===== config.mk =====
export PLATFORM = sky130hd
export DESIGN_NAME = dpi_port
export DESIGN_NICKNAME = d
export VERILOG_FILES = /design/src/logic/dpi_pkg.sv /design/src/logic/dpi_sync.sv /design/src/logic/dpi_port.sv
export SDC_FILE = /design/constraint.sdc
export NUM_CORES = 1
export LEC_CHECK = 0
export ABC_AREA = 1
export BUFFER_PORTS_ARGS = -buffer_cell sky130_fd_sc_hd__clkbuf_2
export CAP_MARGIN = 15
export CORE_AREA = 2 2 170 89
export DETAILED_ROUTE_END_ITERATION = 10
export DIE_AREA = 0 0 172 91
export GPL_TIMING_DRIVEN = 0
export PLACE_DENSITY = 0.56
export REMOVE_ABC_BUFFERS = 1
export SYNTH_ARGS = -nofsm -noshare
export SYNTH_HDL_FRONTEND = slang
export SYNTH_SLANG_ARGS = --single-unit

===== constraint.sdc =====
create_clock -name I_REF_CLK -period 2.4 [get_ports I_REF_CLK]
set_input_delay 0.12 -clock I_REF_CLK [delete_from_list [all_inputs] [get_ports I_REF_CLK]]
set_output_delay 0.12 -clock I_REF_CLK [all_outputs]
set_load 0.02 [all_outputs]

===== src/logic/dpi_pkg.sv =====
package dpi_pkg;
	localparam logic [6:0] ADDR_LL = 7'h18;	// straps 00 -> 0011000
	localparam logic [6:0] ADDR_P1 = 7'h1A;	// pin1 high -> 0011010
	localparam logic [6:0] ADDR_P0 = 7'h4C;	// pin0 high -> 1001100
	localparam logic [6:0] ADDR_HH = 7'h4E;	// both high -> 1001110
	localparam logic [2:0] CMD_WIPER   = 3'h0;
	localparam logic [2:0] CMD_STORE   = 3'h1;
	localparam logic [2:0] CMD_PROTECT = 3'h2;
	localparam logic [2:0] CMD_NOP     = 3'h4;
	localparam logic [2:0] CMD_RESTORE = 3'h5;
	localparam logic [2:0] CMD_SAVE    = 3'h6;
	localparam logic [7:0] WIPER_RESET = 8'h80;
	localparam logic [7:0] STORE_RESET = 8'h80;
	localparam int         SYNC_DEPTH  = 3;

	typedef struct packed {
		logic       valid;
		logic [2:0] cmd;
		logic [4:0] ptr;
		logic       has_data;
		logic [7:0] data;
		logic       is_instr;
	} dpi_evt_s;
endpackage


===== src/logic/dpi_sync.sv =====
module dpi_sync #(
	parameter int W = 1
) (
	input  wire logic         i_clk,
	input  wire logic         i_rst,
	input  wire logic [W-1:0] i_d,
	output logic      [W-1:0] o_q,
	output logic              o_agree
);
	logic [W-1:0] s1_r;
	logic [W-1:0] s2_r;
	logic [W-1:0] s3_r;
	always_ff @(posedge i_clk) begin
		if (i_rst) begin
			s1_r <= '0;
			s2_r <= '0;
			s3_r <= '0;
		end else begin
			s1_r <= i_d;
			s2_r <= s1_r;
			s3_r <= s2_r;
		end
	end
	assign o_q     = s3_r;
	assign o_agree = (s2_r == s3_r);
endmodule


===== src/logic/dpi_port.sv =====
module dpi_port (
	input  wire logic       I_REF_CLK,
	input  wire logic       I_RESET,
	input  wire logic       I_ADDR_STRAP_PIN0,
	input  wire logic       I_ADDR_STRAP_PIN1,
	input  wire logic       I_SCL,
	input  wire logic       I_SDA,
	output logic            O_SDA,
	output logic            O_SDA_OE,
	output logic [7:0]      O_WIPER_SETTING,
	output logic [7:0]      O_NONVOLATILE_STORE,
	output logic            O_WRITE_PROTECT,
	output logic            O_NV_READ_ACTIVE,
	output logic [6:0]      O_BUS_ADDRESS
);
	// the master's bus clock is oversampled by the core clock; no logic runs on it
	typedef enum {ST_IDLE, ST_ADDR, ST_INSTR, ST_WDATA, ST_RDATA, ST_SKIP} dpi_state_e;
	logic [1:0] pins_q;
	logic       pins_ok;
	logic [1:0] bus_q;
	logic       bus_ok;
	dpi_sync #(.W(2)) u_strap (
		.i_clk   (I_REF_CLK),
		.i_rst   (I_RESET),
		.i_d     ({I_ADDR_STRAP_PIN1, I_ADDR_STRAP_PIN0}),
		.o_q     (pins_q),
		.o_agree (pins_ok)
	);
	dpi_sync #(.W(2)) u_bus (
		.i_clk   (I_REF_CLK),
		.i_rst   (I_RESET),
		.i_d     ({I_SCL, I_SDA}),
		.o_q     (bus_q),
		.o_agree (bus_ok)
	);
	function automatic logic [6:0] strap_addr(input logic [1:0] p);
		unique case (p)
			2'h0: strap_addr = dpi_pkg::ADDR_LL;
			2'h2: strap_addr = dpi_pkg::ADDR_P1;
			2'h1: strap_addr = dpi_pkg::ADDR_P0;
			2'h3: strap_addr = dpi_pkg::ADDR_HH;
		endcase
	endfunction

	// strap capture: one shot once the zero-reset synchronisers have filled
	logic [1:0] settle_r;
	logic [1:0] settle_nxt;
	logic       latched_r;
	logic       latched_nxt;
	logic [6:0] addr_r;
	logic [6:0] addr_nxt;
	wire logic  settled = (settle_r == 2'(dpi_pkg::SYNC_DEPTH));
	always_comb begin
		settle_nxt  = settled ? settle_r : settle_r + 2'h1;
		latched_nxt = latched_r;
		addr_nxt    = addr_r;
		if (!latched_r && settled && pins_ok) begin
			latched_nxt = 1'b1;
			addr_nxt    = strap_addr(pins_q);
		end
	end
	always_ff @(posedge I_REF_CLK) begin
		if (I_RESET) begin
			settle_r  <= 2'h0;
			latched_r <= 1'b0;
			addr_r    <= 7'h00;
		end else begin
			settle_r  <= settle_nxt;
			latched_r <= latched_nxt;
			addr_r    <= addr_nxt;
		end
	end

	// filtered bus levels: a change counts once stages two and three agree
	logic scl_r;
	logic scl_nxt;
	logic sda_r;
	logic sda_nxt;
	always_comb begin
		scl_nxt = (bus_ok && settled) ? bus_q[1] : scl_r;
		sda_nxt = (bus_ok && settled) ? bus_q[0] : sda_r;
	end
	always_ff @(posedge I_REF_CLK) begin
		if (I_RESET) begin
			scl_r <= 1'b1;
			sda_r <= 1'b1;
		end else begin
			scl_r <= scl_nxt;
			sda_r <= sda_nxt;
		end
	end
	wire logic  scl_rise   = scl_nxt && !scl_r;
	wire logic  scl_fall   = !scl_nxt && scl_r;
	wire logic  start_cond = scl_r && scl_nxt && sda_r && !sda_nxt;
	wire logic  stop_cond  = scl_r && scl_nxt && !sda_r && sda_nxt;
	dpi_state_e st_r;
	dpi_state_e st_nxt;
	logic [7:0] sh_r;
	logic [7:0] sh_nxt;
	logic [3:0] bit_r;
	logic [3:0] bit_nxt;
	logic       ack_r;
	logic       ack_nxt;
	logic       drv_r;
	logic       drv_nxt;
	logic [2:0] cmd_r;
	logic [2:0] cmd_nxt;
	logic [4:0] ptr_r;
	logic [4:0] ptr_nxt;
	logic       nack_r;
	logic       nack_nxt;
	dpi_pkg::dpi_evt_s evt;
	logic [7:0] wiper_r;
	logic [7:0] wiper_nxt;
	logic [7:0] store_r;
	logic [7:0] store_nxt;
	logic       wp_r;
	logic       wp_nxt;
	logic       nvrd_r;
	logic       nvrd_nxt;
	logic [7:0] rd_byte;
	logic       done_byte;
	assign done_byte = scl_rise && (bit_r == 4'h7);
	always_comb begin
		rd_byte = 8'h00;
		if (cmd_r == dpi_pkg::CMD_WIPER)
			rd_byte = wiper_r;
		else if (cmd_r == dpi_pkg::CMD_STORE && ptr_r == 5'h00)
			rd_byte = store_r;
	end
	always_comb begin
		st_nxt   = st_r;
		sh_nxt   = sh_r;
		bit_nxt  = bit_r;
		ack_nxt  = ack_r;
		drv_nxt  = drv_r;
		cmd_nxt  = cmd_r;
		ptr_nxt  = ptr_r;
		nack_nxt = nack_r;
		evt      = '0;
		if (start_cond) begin
			// repeated start also lands here and keeps the pointer
			st_nxt  = ST_ADDR;
			bit_nxt = 4'h0;
			ack_nxt = 1'b0;
			drv_nxt = 1'b0;
		end else if (stop_cond) begin
			st_nxt  = ST_IDLE;
			drv_nxt = 1'b0;
		end else if (st_r != ST_IDLE && st_r != ST_SKIP) begin
			if (scl_rise && !ack_r && st_r != ST_RDATA) begin
				sh_nxt  = {sh_r[6:0], sda_r};
				bit_nxt = (bit_r == 4'h7) ? bit_r : bit_r + 4'h1;
			end
			if (scl_rise && ack_r && st_r == ST_RDATA)
				nack_nxt = sda_r;
			if (done_byte && !ack_r && st_r != ST_RDATA) begin
				ack_nxt = 1'b1;
				unique case (st_r)
					ST_ADDR: begin
						if (sh_r[6:0] != addr_r)
							st_nxt = ST_SKIP;
					end
					ST_INSTR: begin
						cmd_nxt      = sh_r[6:4];
						ptr_nxt      = {sh_r[3:0], sda_r};
						evt.valid    = 1'b1;
						evt.is_instr = 1'b1;
						evt.cmd      = sh_r[6:4];
					end
					default: begin
						evt.valid    = 1'b1;
						evt.has_data = 1'b1;
						evt.cmd      = cmd_r;
						evt.ptr      = ptr_r;
						evt.data     = {sh_r[6:0], sda_r};
					end
				endcase
			end
			if (st_r == ST_RDATA && scl_rise && !ack_r && bit_r != 4'h7)
				bit_nxt = bit_r + 4'h1;
			if (scl_fall) begin
				if (ack_r && bit_r == 4'h8) begin
					// ack slot just ended: pick next phase
					ack_nxt = 1'b0;
					bit_nxt = 4'h0;
					drv_nxt = 1'b0;
					unique case (st_r)
						ST_ADDR: begin
							st_nxt = sh_r[0] ? ST_RDATA : ST_INSTR;
							if (sh_r[0]) begin
								drv_nxt = !rd_byte[7];
								sh_nxt  = {rd_byte[6:0], 1'b0};
							end
						end
						ST_INSTR: st_nxt = ST_WDATA;
						ST_WDATA: st_nxt = ST_WDATA;
						default: begin
							st_nxt = nack_r ? ST_SKIP : ST_RDATA;
							if (!nack_r) begin
								drv_nxt = !rd_byte[7];
								sh_nxt  = {rd_byte[6:0], 1'b0};
							end
						end
					endcase
				end else if (ack_r && bit_r == 4'h7 && st_r == ST_RDATA) begin
					drv_nxt = 1'b0;	// release for master ack
					bit_nxt = 4'h8;
				end else if (ack_r) begin
					drv_nxt = (st_r != ST_RDATA);
					bit_nxt = 4'h8;
				end else if (st_r == ST_RDATA) begin
					drv_nxt = !sh_r[7];
					sh_nxt  = {sh_r[6:0], 1'b0};
				end
			end
			if (st_r == ST_RDATA && scl_rise && bit_r == 4'h7 && !ack_r)
				ack_nxt = 1'b1;
		end
	end
	always_ff @(posedge I_REF_CLK) begin
		if (I_RESET) begin
			st_r   <= ST_IDLE;
			sh_r   <= 8'h00;
			bit_r  <= 4'h0;
			ack_r  <= 1'b0;
			drv_r  <= 1'b0;
			cmd_r  <= dpi_pkg::CMD_WIPER;
			ptr_r  <= 5'h00;
			nack_r <= 1'b0;
		end else begin
			st_r   <= st_nxt;
			sh_r   <= sh_nxt;
			bit_r  <= bit_nxt;
			ack_r  <= ack_nxt;
			drv_r  <= drv_nxt;
			cmd_r  <= cmd_nxt;
			ptr_r  <= ptr_nxt;
			nack_r <= nack_nxt;
		end
	end

	// command execution; 011 and 111 fall through untouched
	always_comb begin
		wiper_nxt = wiper_r;
		store_nxt = store_r;
		wp_nxt    = wp_r;
		nvrd_nxt  = nvrd_r;
		if (evt.valid && evt.is_instr) begin
			unique case (evt.cmd)
				dpi_pkg::CMD_RESTORE: begin
					wiper_nxt = store_r;
					nvrd_nxt  = 1'b1;
				end
				dpi_pkg::CMD_SAVE: if (!wp_r) store_nxt = wiper_r;
				dpi_pkg::CMD_NOP: nvrd_nxt = 1'b0;
				default: ;
			endcase
		end else if (evt.valid && evt.has_data) begin
			unique case (evt.cmd)
				dpi_pkg::CMD_WIPER: if (!wp_r) wiper_nxt = evt.data;
				dpi_pkg::CMD_STORE: begin
					if (!wp_r && evt.ptr == 5'h00)
						store_nxt = evt.data;
				end
				dpi_pkg::CMD_PROTECT: wp_nxt = evt.data[0];
				default: ;
			endcase
		end
	end
	always_ff @(posedge I_REF_CLK) begin
		if (I_RESET) begin
			wiper_r <= dpi_pkg::WIPER_RESET;
			store_r <= dpi_pkg::STORE_RESET;
			wp_r    <= 1'b0;
			nvrd_r  <= 1'b0;
		end else begin
			wiper_r <= wiper_nxt;
			store_r <= store_nxt;
			wp_r    <= wp_nxt;
			nvrd_r  <= nvrd_nxt;
		end
	end
	assign O_SDA               = 1'b0;
	assign O_SDA_OE            = drv_r;
	assign O_WIPER_SETTING     = wiper_r;
	assign O_NONVOLATILE_STORE = store_r;
	assign O_WRITE_PROTECT     = wp_r;
	assign O_NV_READ_ACTIVE    = nvrd_r;
	assign O_BUS_ADDRESS       = addr_r;

	property p_wp_reset;
		@(posedge I_REF_CLK) $fell(I_RESET) |-> !wp_r;
	endproperty
	a_wp_reset: assert property (p_wp_reset) else $error("protect not clear");
	property p_addr_fixed;
		@(posedge I_REF_CLK) disable iff (I_RESET) latched_r |=> $stable(addr_r);
	endproperty
	a_addr_fixed: assert property (p_addr_fixed) else $error("address moved");
	property p_addr_map;
		@(posedge I_REF_CLK) disable iff (I_RESET)
			$rose(latched_r) |-> addr_r == strap_addr($past(pins_q));
	endproperty
	a_addr_map: assert property (p_addr_map) else $error("bad strap decode");
	property p_restore;
		@(posedge I_REF_CLK) disable iff (I_RESET)
			evt.valid && evt.is_instr && evt.cmd == dpi_pkg::CMD_RESTORE
			|=> wiper_r == $past(store_r) && nvrd_r;
	endproperty
	a_restore: assert property (p_restore) else $error("restore failed");
	property p_nop;
		@(posedge I_REF_CLK) disable iff (I_RESET)
			evt.valid && evt.is_instr && evt.cmd == dpi_pkg::CMD_NOP |=> !nvrd_r;
	endproperty
	a_nop: assert property (p_nop) else $error("nop left read power");
	property p_protect_wiper;
		@(posedge I_REF_CLK) disable iff (I_RESET)
			wp_r && !(evt.valid && evt.is_instr && evt.cmd == dpi_pkg::CMD_RESTORE)
			|=> $stable(wiper_r);
	endproperty
	a_protect_wiper: assert property (p_protect_wiper) else $error("wiper changed");
	property p_wiper_load;
		@(posedge I_REF_CLK) disable iff (I_RESET)
			evt.valid && evt.has_data && evt.cmd == dpi_pkg::CMD_WIPER && !wp_r
			|=> wiper_r == $past(evt.data);
	endproperty
	a_wiper_load: assert property (p_wiper_load) else $error("wiper not loaded");
	property p_protect_set;
		@(posedge I_REF_CLK) disable iff (I_RESET)
			evt.valid && evt.has_data && evt.cmd == dpi_pkg::CMD_PROTECT
			|=> wp_r == $past(evt.data[0]);
	endproperty
	a_protect_set: assert property (p_protect_set) else $error("protect flag wrong");
	property p_skip_quiet;
		@(posedge I_REF_CLK) disable iff (I_RESET) st_r == ST_SKIP |-> !drv_r;
	endproperty
	a_skip_quiet: assert property (p_skip_quiet) else $error("drove when unaddressed");
	property p_fall_only;
		@(posedge I_REF_CLK) disable iff (I_RESET)
			st_r == ST_RDATA && $changed(drv_r) |-> $past(scl_fall) || $past(start_cond);
	endproperty
	a_fall_only: assert property (p_fall_only) else $error("read bit moved off fall");
endmodule


==> impl_metrics.csv, run 1 <==
group,metric,value,unit
outcome,run_status,"completed",
drt,via_count,4512,
flow_run,max_cap_viol_count,0,
power,power.density,571,mW/mm^2
drt,dr.first_iter.drc_count,449,
timing,clock.fmax,448,MHz
power,vdd_ir_drop_max,306,uV
drt,vias_per_cell,4.77,
logic_synthesis,netlist_top_cells_area,"dfxtp_1 (38%), nand2_1 (11%), inv_1 (8.2%)",
timing,timing_worst_slew_pin_value,0.790,ns
logic_synthesis,synth_edf_count,0,
floorplanning,die_area,0.0157,mm^2
power,clock_power_share,41.5,%
placement,buffer_ports.inserted,29,
global_route,grt_first_pass_wirelength,20500,um
power,total_power,0.00330,W
timing,setup_viol,0,
cts,clock-sinks,93,
floorplanning,die_width,172,um
global_route,globalRoute.totalOverflow,0,
worst_setup_path,worst-path-max-fanout,8,
final_layout,post_route_cells_drive_above_1_share,19.1,%
power,power.share.combinational,9.2,%
timing,clock-skew-final,0.0114,ns
global_route,antenna_found_initial,0,
cts,maximum_count_of_clock_buffers_along_a_single_path,2,
worst_setup_path,critical_path.startpoint_type,"flip-flop",
logic_synthesis,synth.mux.area_fraction,0,%
final_layout,layout.nets,751,
floorplanning,start_util,34.4,%
logic_synthesis,synth_area,0.00486,mm^2
worst_setup_path,critical_path_arrival,2.51,ns
logic_synthesis,commonest_cells_post_synth,"nand2_1 (148), inv_1 (106), dfxtp_1 (93), nor2_1 (91), o21ai_0 (47)",
cts,cts_root_buf,"clkbuf_16",
hold_path,hold_class,"input pin to flip-flop",
worst_setup_path,timing.critical_path.required,2.68,ns
placement,half_perimeter_wire_length_of_the_detailed_placement_result,8940,um
global_route,grt-busiest-layer,"met1",
logic_synthesis,synthFlopType,"dfxtp_1",
cts,numCtsBuffers,9,
final_layout,areaGrowthSynthToFinish,18.8,%
drt,first_pass_iteration_count_of_the_detailed_router,7,
logic_synthesis,post_synth_num_cell_types,41,
power,p_switching,0.000889,W
worst_setup_path,rrSetupSlack,0.17,ns
floorplanning,coreArea,0.0141,mm^2
logic_synthesis,synth_xor_area_share,1.08,%
placement,gp_routability_congestion,0.864,
drt,route.antenna.remaining_nets,0,
logic_synthesis,synth.yosys.seq_area_share,38.3,%
logic_synthesis,synth-simple-area-share,35.0,%
global_route,grt_util_overall,16.7,%
floorplanning,die_h,91,um
global_route,via_count_of_the_first_global_routing_pass,3928,
logic_synthesis,synth-warning-count,0,
logic_synthesis,per_instance_average_area_after_synthesis,6.92,um^2
final_layout,antenna_cells,0,
timing,timing_max_transition_violations_final,0,
drt,post-route-drc-count,0,
logic_synthesis,number_of_flip_flops_and_latches_in_the_synthesized_netlist,93,
logic_synthesis,cell_with_the_most_instances_after_synthesis,"nand2_1",
global_route,grt.met3_usage,5.49,%
timing,rsz_0062_raised_after_global_routing,"no",
worst_setup_path,timing.rr.end,"sh_r[2]",
logic_synthesis,synth_compound_gate_area_share,13.0,%
worst_setup_path,crit_end,"sh_r[2]",
logic_synthesis,synth_top_area_share,38.3,%
cts,clock_tree_from_tritoncts,"built",
floorplanning,top_level_ports,33,
timing,finalHoldViolations,0,
timing,timing.hold.ws,0.220,ns
power,power.leakage,2.51,nW
power,cellInternalPower,0.00241,W
timing,post-route-min-period,2.23,ns
worst_setup_path,source_of_the_worst_register_to_register_timing_path,"ptr_r[1]",
cts,path_clk_slew,0.07,ns
logic_synthesis,synth-async-reset-ratio,0,%
global_route,use_met2,19.2,%
worst_setup_path,timing.critical_path.to_type,"flip-flop",
timing,finalCritPeriodShare,93.0,%
logic_synthesis,synth_top_area_cell,"dfxtp_1",
cts,clock_tree.htree_level_count,3,
logic_synthesis,combinational_family_with_the_most_area_after_synthesis,"simple AND/OR/NAND/NOR gates",
cts,clkLatencyLatePin,0.35,ns
logic_synthesis,adder_cell_area_share_of_the_yosys_netlist,0.772,%
floorplanning,rows,31,
drt,detail_route.wl_per_cell,13.5,um
drt,routed_wirelength,12700,um
placement,dp_cells,910,
worst_setup_path,worst-setup-path-type,"flip-flop to flip-flop",
global_route,grt_util_met1,27.7,%
power,power.share.sequential,49.3,%
worst_setup_path,crit_start,"ptr_r[1]",
timing,slew-limit-headroom,46.8,%
power,power_switching_share,27.0,%
global_route,largest_net_degree_at_the_start_of_global_routing,40,
worst_setup_path,timing.reg2reg.worst_path_depth,5,
logic_synthesis,post_synth_inst_count,703,
final_layout,post_layout_nonfiller_instances,945,
## cell families (layout without fill, tap and decap cells)
logic type,after synthesis,in the layout
other cells,1,3
fa+ha+maj,3,3
flops,93,93
xor+xnor,6,6
compound gates,110,110
simple gates,354,356
buf+inv,136,176
## worst min path at each step
stage | slack [ns] | cells past startpoint | from | end
floorplan | 0.19 | 1 | I_RESET | O_BUS_ADDRESS[3]
global placement | 0.31 | 3 | I_ADDR_STRAP_PIN0 | u_strap.s1_r[0]
detailed placement | 0.32 | 3 | I_ADDR_STRAP_PIN0 | u_strap.s1_r[0]
CTS | 0.24 | 2 | I_RESET | O_BUS_ADDRESS[3]
global route | 0.26 | 2 | I_RESET | O_BUS_ADDRESS[4]
finish | 0.22 | 2 | I_RESET | O_BUS_ADDRESS[4]
## layer usage
metal | up-vias | wire [um]
met3 | 15 | 1180
met1 | 2020 | 7130
met2 | 184 | 4230
li1 | 2293 | -
met5 | - | 0
met4 | 0 | 182
## power by group through the flow
| stage | clock network, W | logic [W] | registers (W) |
|---|---|---|---|
| after floorplan | 0 | 0.000165 | 0.00165 |
| after global placement | 0 | 0.000248 | 0.00166 |
| after detailed placement | 0 | 0.000248 | 0.00166 |
| after CTS | 0.00140 | 0.000268 | 0.00162 |
| after global routing | 0.00146 | 0.000337 | 0.00163 |
| final | 0.00137 | 0.000302 | 0.00163 |
## sequential cells by signal, summed over array words and instances, names as in the netlist
register             flops
sda_r                    1
u_bus.o_q                2
st_r                    32
ack_r                    1
u_strap.s1_r             2
O_WIPER_SETTING          8
u_strap.o_q              2
u_bus.s2_r               2
scl_r                    1
O_NV_READ_ACTIVE         1
O_WRITE_PROTECT          1
cmd_r                    3
ptr_r                    5
O_BUS_ADDRESS            4
bit_r                    4
nack_r                   1
u_bus.s1_r               2
O_SDA_OE                 1
O_NONVOLATILE_STORE      8
u_strap.s2_r             2
settle_r                 2
sh_r                     8
## metrics by stage
stage / utilization, % / setup WS (ns) / cell area [um^2] / setup TNS [ns]
2_1_floorplan: - / 0.0971 / 4720 / 0
3_3_place_gp: 36.2 / -0.683 / 5120 / -20.97
3_5_place_dp: 36.2 / -0.675 / 5120 / -22.22
4_1_cts: 39.1 / 0.0147 / 5520 / 0
5_1_grt: 40.9 / 0.0160 / 5780 / 0
6_report: 40.9 / 0.169 / 5780 / 0
## critical path, stage by stage, from the launching register on
cell and delay (ns):
dfxtp_1 0.31, nor4_1 0.70, nand3_1 0.51, o21ai_0 0.39, nand2_1 0.10, a31oi_1 0.15
## repair_timing
action	in CTS	in global routing
hold buffers	4	0
endpoints found under the setup margin	56	58
resized for setup	10	33
setup buffers	3	7
cloned	1	3
pin swaps	3	8
hold endpoints to repair	4	0
## layout make-up
| cell class | instances | area [um^2] |
|---|---|---|
| clock buffer | 11 | 233 |
| clock inverter | 5 | 45.0 |
| fill | 1534 | 8340 |
| inverter | 114 | 439 |
| multi-input combinational | 478 | 2610 |
| sequential | 93 | 1860 |
| tap | 198 | 248 |
| timing repair buffer | 44 | 325 |
| timing repair inverter | 2 | 15.0 |
## placed cells by master (no fill, tap or decap), types with 3 or more instances in the layout
cell type	netlist	final
nand2_2	6	13
nor2_2	11	14
a211oi_1	5	5
a21oi_1	32	32
dlygate4sd3_1	0	4
nor3_2	9	10
nand2_1	148	140
nor2_8	3	3
inv_1	106	104
nor2_1	91	85
xor2_1	4	4
a31oi_1	8	8
buf_4	6	7
clkbuf_16	0	9
nand4_1	11	11
clkbuf_2	0	29
or2_0	7	7
nor3_1	17	15
buf_12	0	3
nand3_1	33	32
inv_2	8	7
nand2_4	4	4
nor2_4	6	10
conb_1	1	3
clkinvlp_4	0	4
dfxtp_1	93	91
a21oi_2	8	7
o21ai_0	47	47
nand3_4	0	3
No activity file was read; power rests on OpenSTA's default activity.
==> run 2, diff against run 1 <==
- BUFFER_PORTS_ARGS: -buffer_cell sky130_fd_sc_hd__clkbuf_2 -> -buffer_cell sky130_fd_sc_hd__buf_2
==> run 2 against run 1 <==
Effect of this change: non-clock buffer count up 3; critical path depth unchanged; flip-flop and latch count unchanged; critical endpoint is now sh_r[1].
==> impl_metrics.csv, run 2 (synthesis gave the netlist of run 1 again) <==
group,metric,value,unit
timing,setup_viol,0,
final_layout,antenna_cells,0,
worst_setup_path,critical_path_arrival,2.59,ns
timing,slew-limit-headroom,37.5,%
timing,clock.fmax,431,MHz
worst_setup_path,rrSetupSlack,0.08,ns
power,power.leakage,2.55,nW
drt,post-route-drc-count,0,
floorplanning,top_level_ports,33,
final_layout,top_register,"st_r",
timing,finalCritPeriodShare,96.7,%
global_route,via_count_of_the_first_global_routing_pass,3976,
timing,finalHoldViolations,0,
final_layout,most-common-layout-cells,"nand2_1 (141), inv_1 (104), dfxtp_1 (91)",
cts,clock_tree_from_tritoncts,"built",
final_layout,layout.nets,753,
floorplanning,die_width,172,um
final_layout,largest_register_ff_count,32,
cts,clkLatencyLatePin,0.35,ns
drt,dr.first_iter.drc_count,502,
drt,route.antenna.remaining_nets,0,
cts,clock-sinks,93,
drt,detail_route.wl_per_cell,13.2,um
final_layout,final_common_cell,"nand2_1",
placement,place_worst_setup_slack,-0.687,ns
drt,via_count,4478,
worst_setup_path,critPathMaxStageDelay,0.80,ns
worst_setup_path,worst-path-max-fanout,8,
global_route,grt_util_overall,16.6,%
worst_setup_path,critical_path.startpoint_type,"flip-flop",
floorplanning,die_area,0.0157,mm^2
placement,half_perimeter_wire_length_of_the_detailed_placement_result,8880,um
final_layout,post_route_cells_drive_above_1_share,19.2,%
timing,post-route-worst-setup-slack,0.0790,ns
drt,vias_per_cell,4.73,
timing,rsz_0062_raised_after_global_routing,"yes",
placement,buffer_ports.inserted,29,
power,power.density,584,mW/mm^2
worst_setup_path,worst-setup-path-type,"flip-flop to flip-flop",
timing,timing_max_transition_violations_final,0,
worst_setup_path,slowest_cell_on_the_critical_path,"nor4_1",
worst_setup_path,timing.critical_path.to_type,"flip-flop",
flow_run,max_cap_viol_count,0,
global_route,largest_net_degree_at_the_start_of_global_routing,40,
timing,clock-skew-final,0.00859,ns
drt,first_pass_iteration_count_of_the_detailed_router,5,
cts,clock_tree.htree_level_count,3,
timing,timing_worst_slew_pin_value,0.929,ns
floorplanning,die_h,91,um
floorplanning,rows,31,
hold_path,hold_class,"input pin to flip-flop",
cts,path_clk_slew,0.07,ns
outcome,run_status,"completed",
placement,gp_routability_congestion,0.868,
power,vdd_ir_drop_max,313,uV
floorplanning,start_util,34.4,%
cts,numCtsBuffers,9,
drt,routed_wirelength,12500,um
global_route,grt_first_pass_wirelength,20400,um
floorplanning,coreArea,0.0141,mm^2
cts,cts_root_buf,"clkbuf_16",
worst_setup_path,cp_cell_sequence,"nor4_1 -> nand3_1 -> o21ai_0 -> nand2_1 -> a31oi_1",
timing,post-route-min-period,2.32,ns
global_route,antenna_found_initial,0,
cts,maximum_count_of_clock_buffers_along_a_single_path,2,
final_layout,post-route-util,40.9,%
final_layout,areaGrowthSynthToFinish,18.8,%
global_route,globalRoute.totalOverflow,0,
worst_setup_path,timing.critical_path.required,2.67,ns
[run 2: path summary, 6_finish.rpt]
path	start	end	depth (start not counted)
setup / recovery	ptr_r[1]	sh_r[1]	5
hold / removal	I_RESET	u_strap.s2_r[0]	2
setup reg to reg	ptr_r[1]	sh_r[1]	5
hold reg to reg	u_bus.s1_r[1]	u_bus.s2_r[1]	2
[run 2: final cells by class]
| cell class | instances | area (um^2) |
|---|---|---|
| Tap cell | 198 | 248 |
| Timing Repair inverter | 1 | 7.51 |
| Inverter | 114 | 439 |
| Multi-Input combinational cell | 478 | 2580 |
| Sequential cell | 93 | 1860 |
| Clock buffer | 10 | 229 |
| Timing Repair Buffer | 47 | 335 |
| Fill cell | 1517 | 8340 |
| Clock inverter | 6 | 72.6 |
[run 2: repair_timing]
item,CTS,global route
pin swaps,3,5
endpoints found under the setup margin,54,55
hold buffers,4,0
setup buffers,8,5
cloned,1,2
gates resized for setup,12,26
hold endpoints to repair,4,0
[run 2: stage by stage]
stage / instance area, um^2 / std cells / total power (W) / hold WS [ns] / TNS (ns)
floorplan: 4720 / 683 / 0.00182 / 0.189 / 0
global placement: 5120 / 910 / 0.00190 / 0.324 / -18.74
detailed placement: 5120 / 910 / 0.00190 / 0.327 / -18.38
CTS: 5590 / 939 / 0.00339 / 0.157 / 0
global route: 5780 / 947 / 0.00352 / 0.193 / -0.0546
finish: 5780 / 947 / 0.00337 / 0.161 / 0
[run 2: layer usage]
metal,up-vias,GRT usage (%),share of wire (%)
li1,2305,-,-
met2,159,20.5,35
met3,13,4.58,8.6
met5,-,0,0
met4,0,3.78,0.97
met1,2001,27.0,56
[run 2: report_power, final]
part | leakage (nW) | switching (W) | internal (W)
registers | 0.753 | 0.0000444 | 0.00158
clock network | 0.149 | 0.000636 | 0.000819
logic | 1.65 | 0.000191 | 0.000102
total | 2.55 | 0.000871 | 0.00250
[run 2: critical path, delay by kind of cell, from the launching register on]
family          cells  cell delay [ns]
simple gates        3             1.40
compound gates      2             0.53
flops               1             0.31
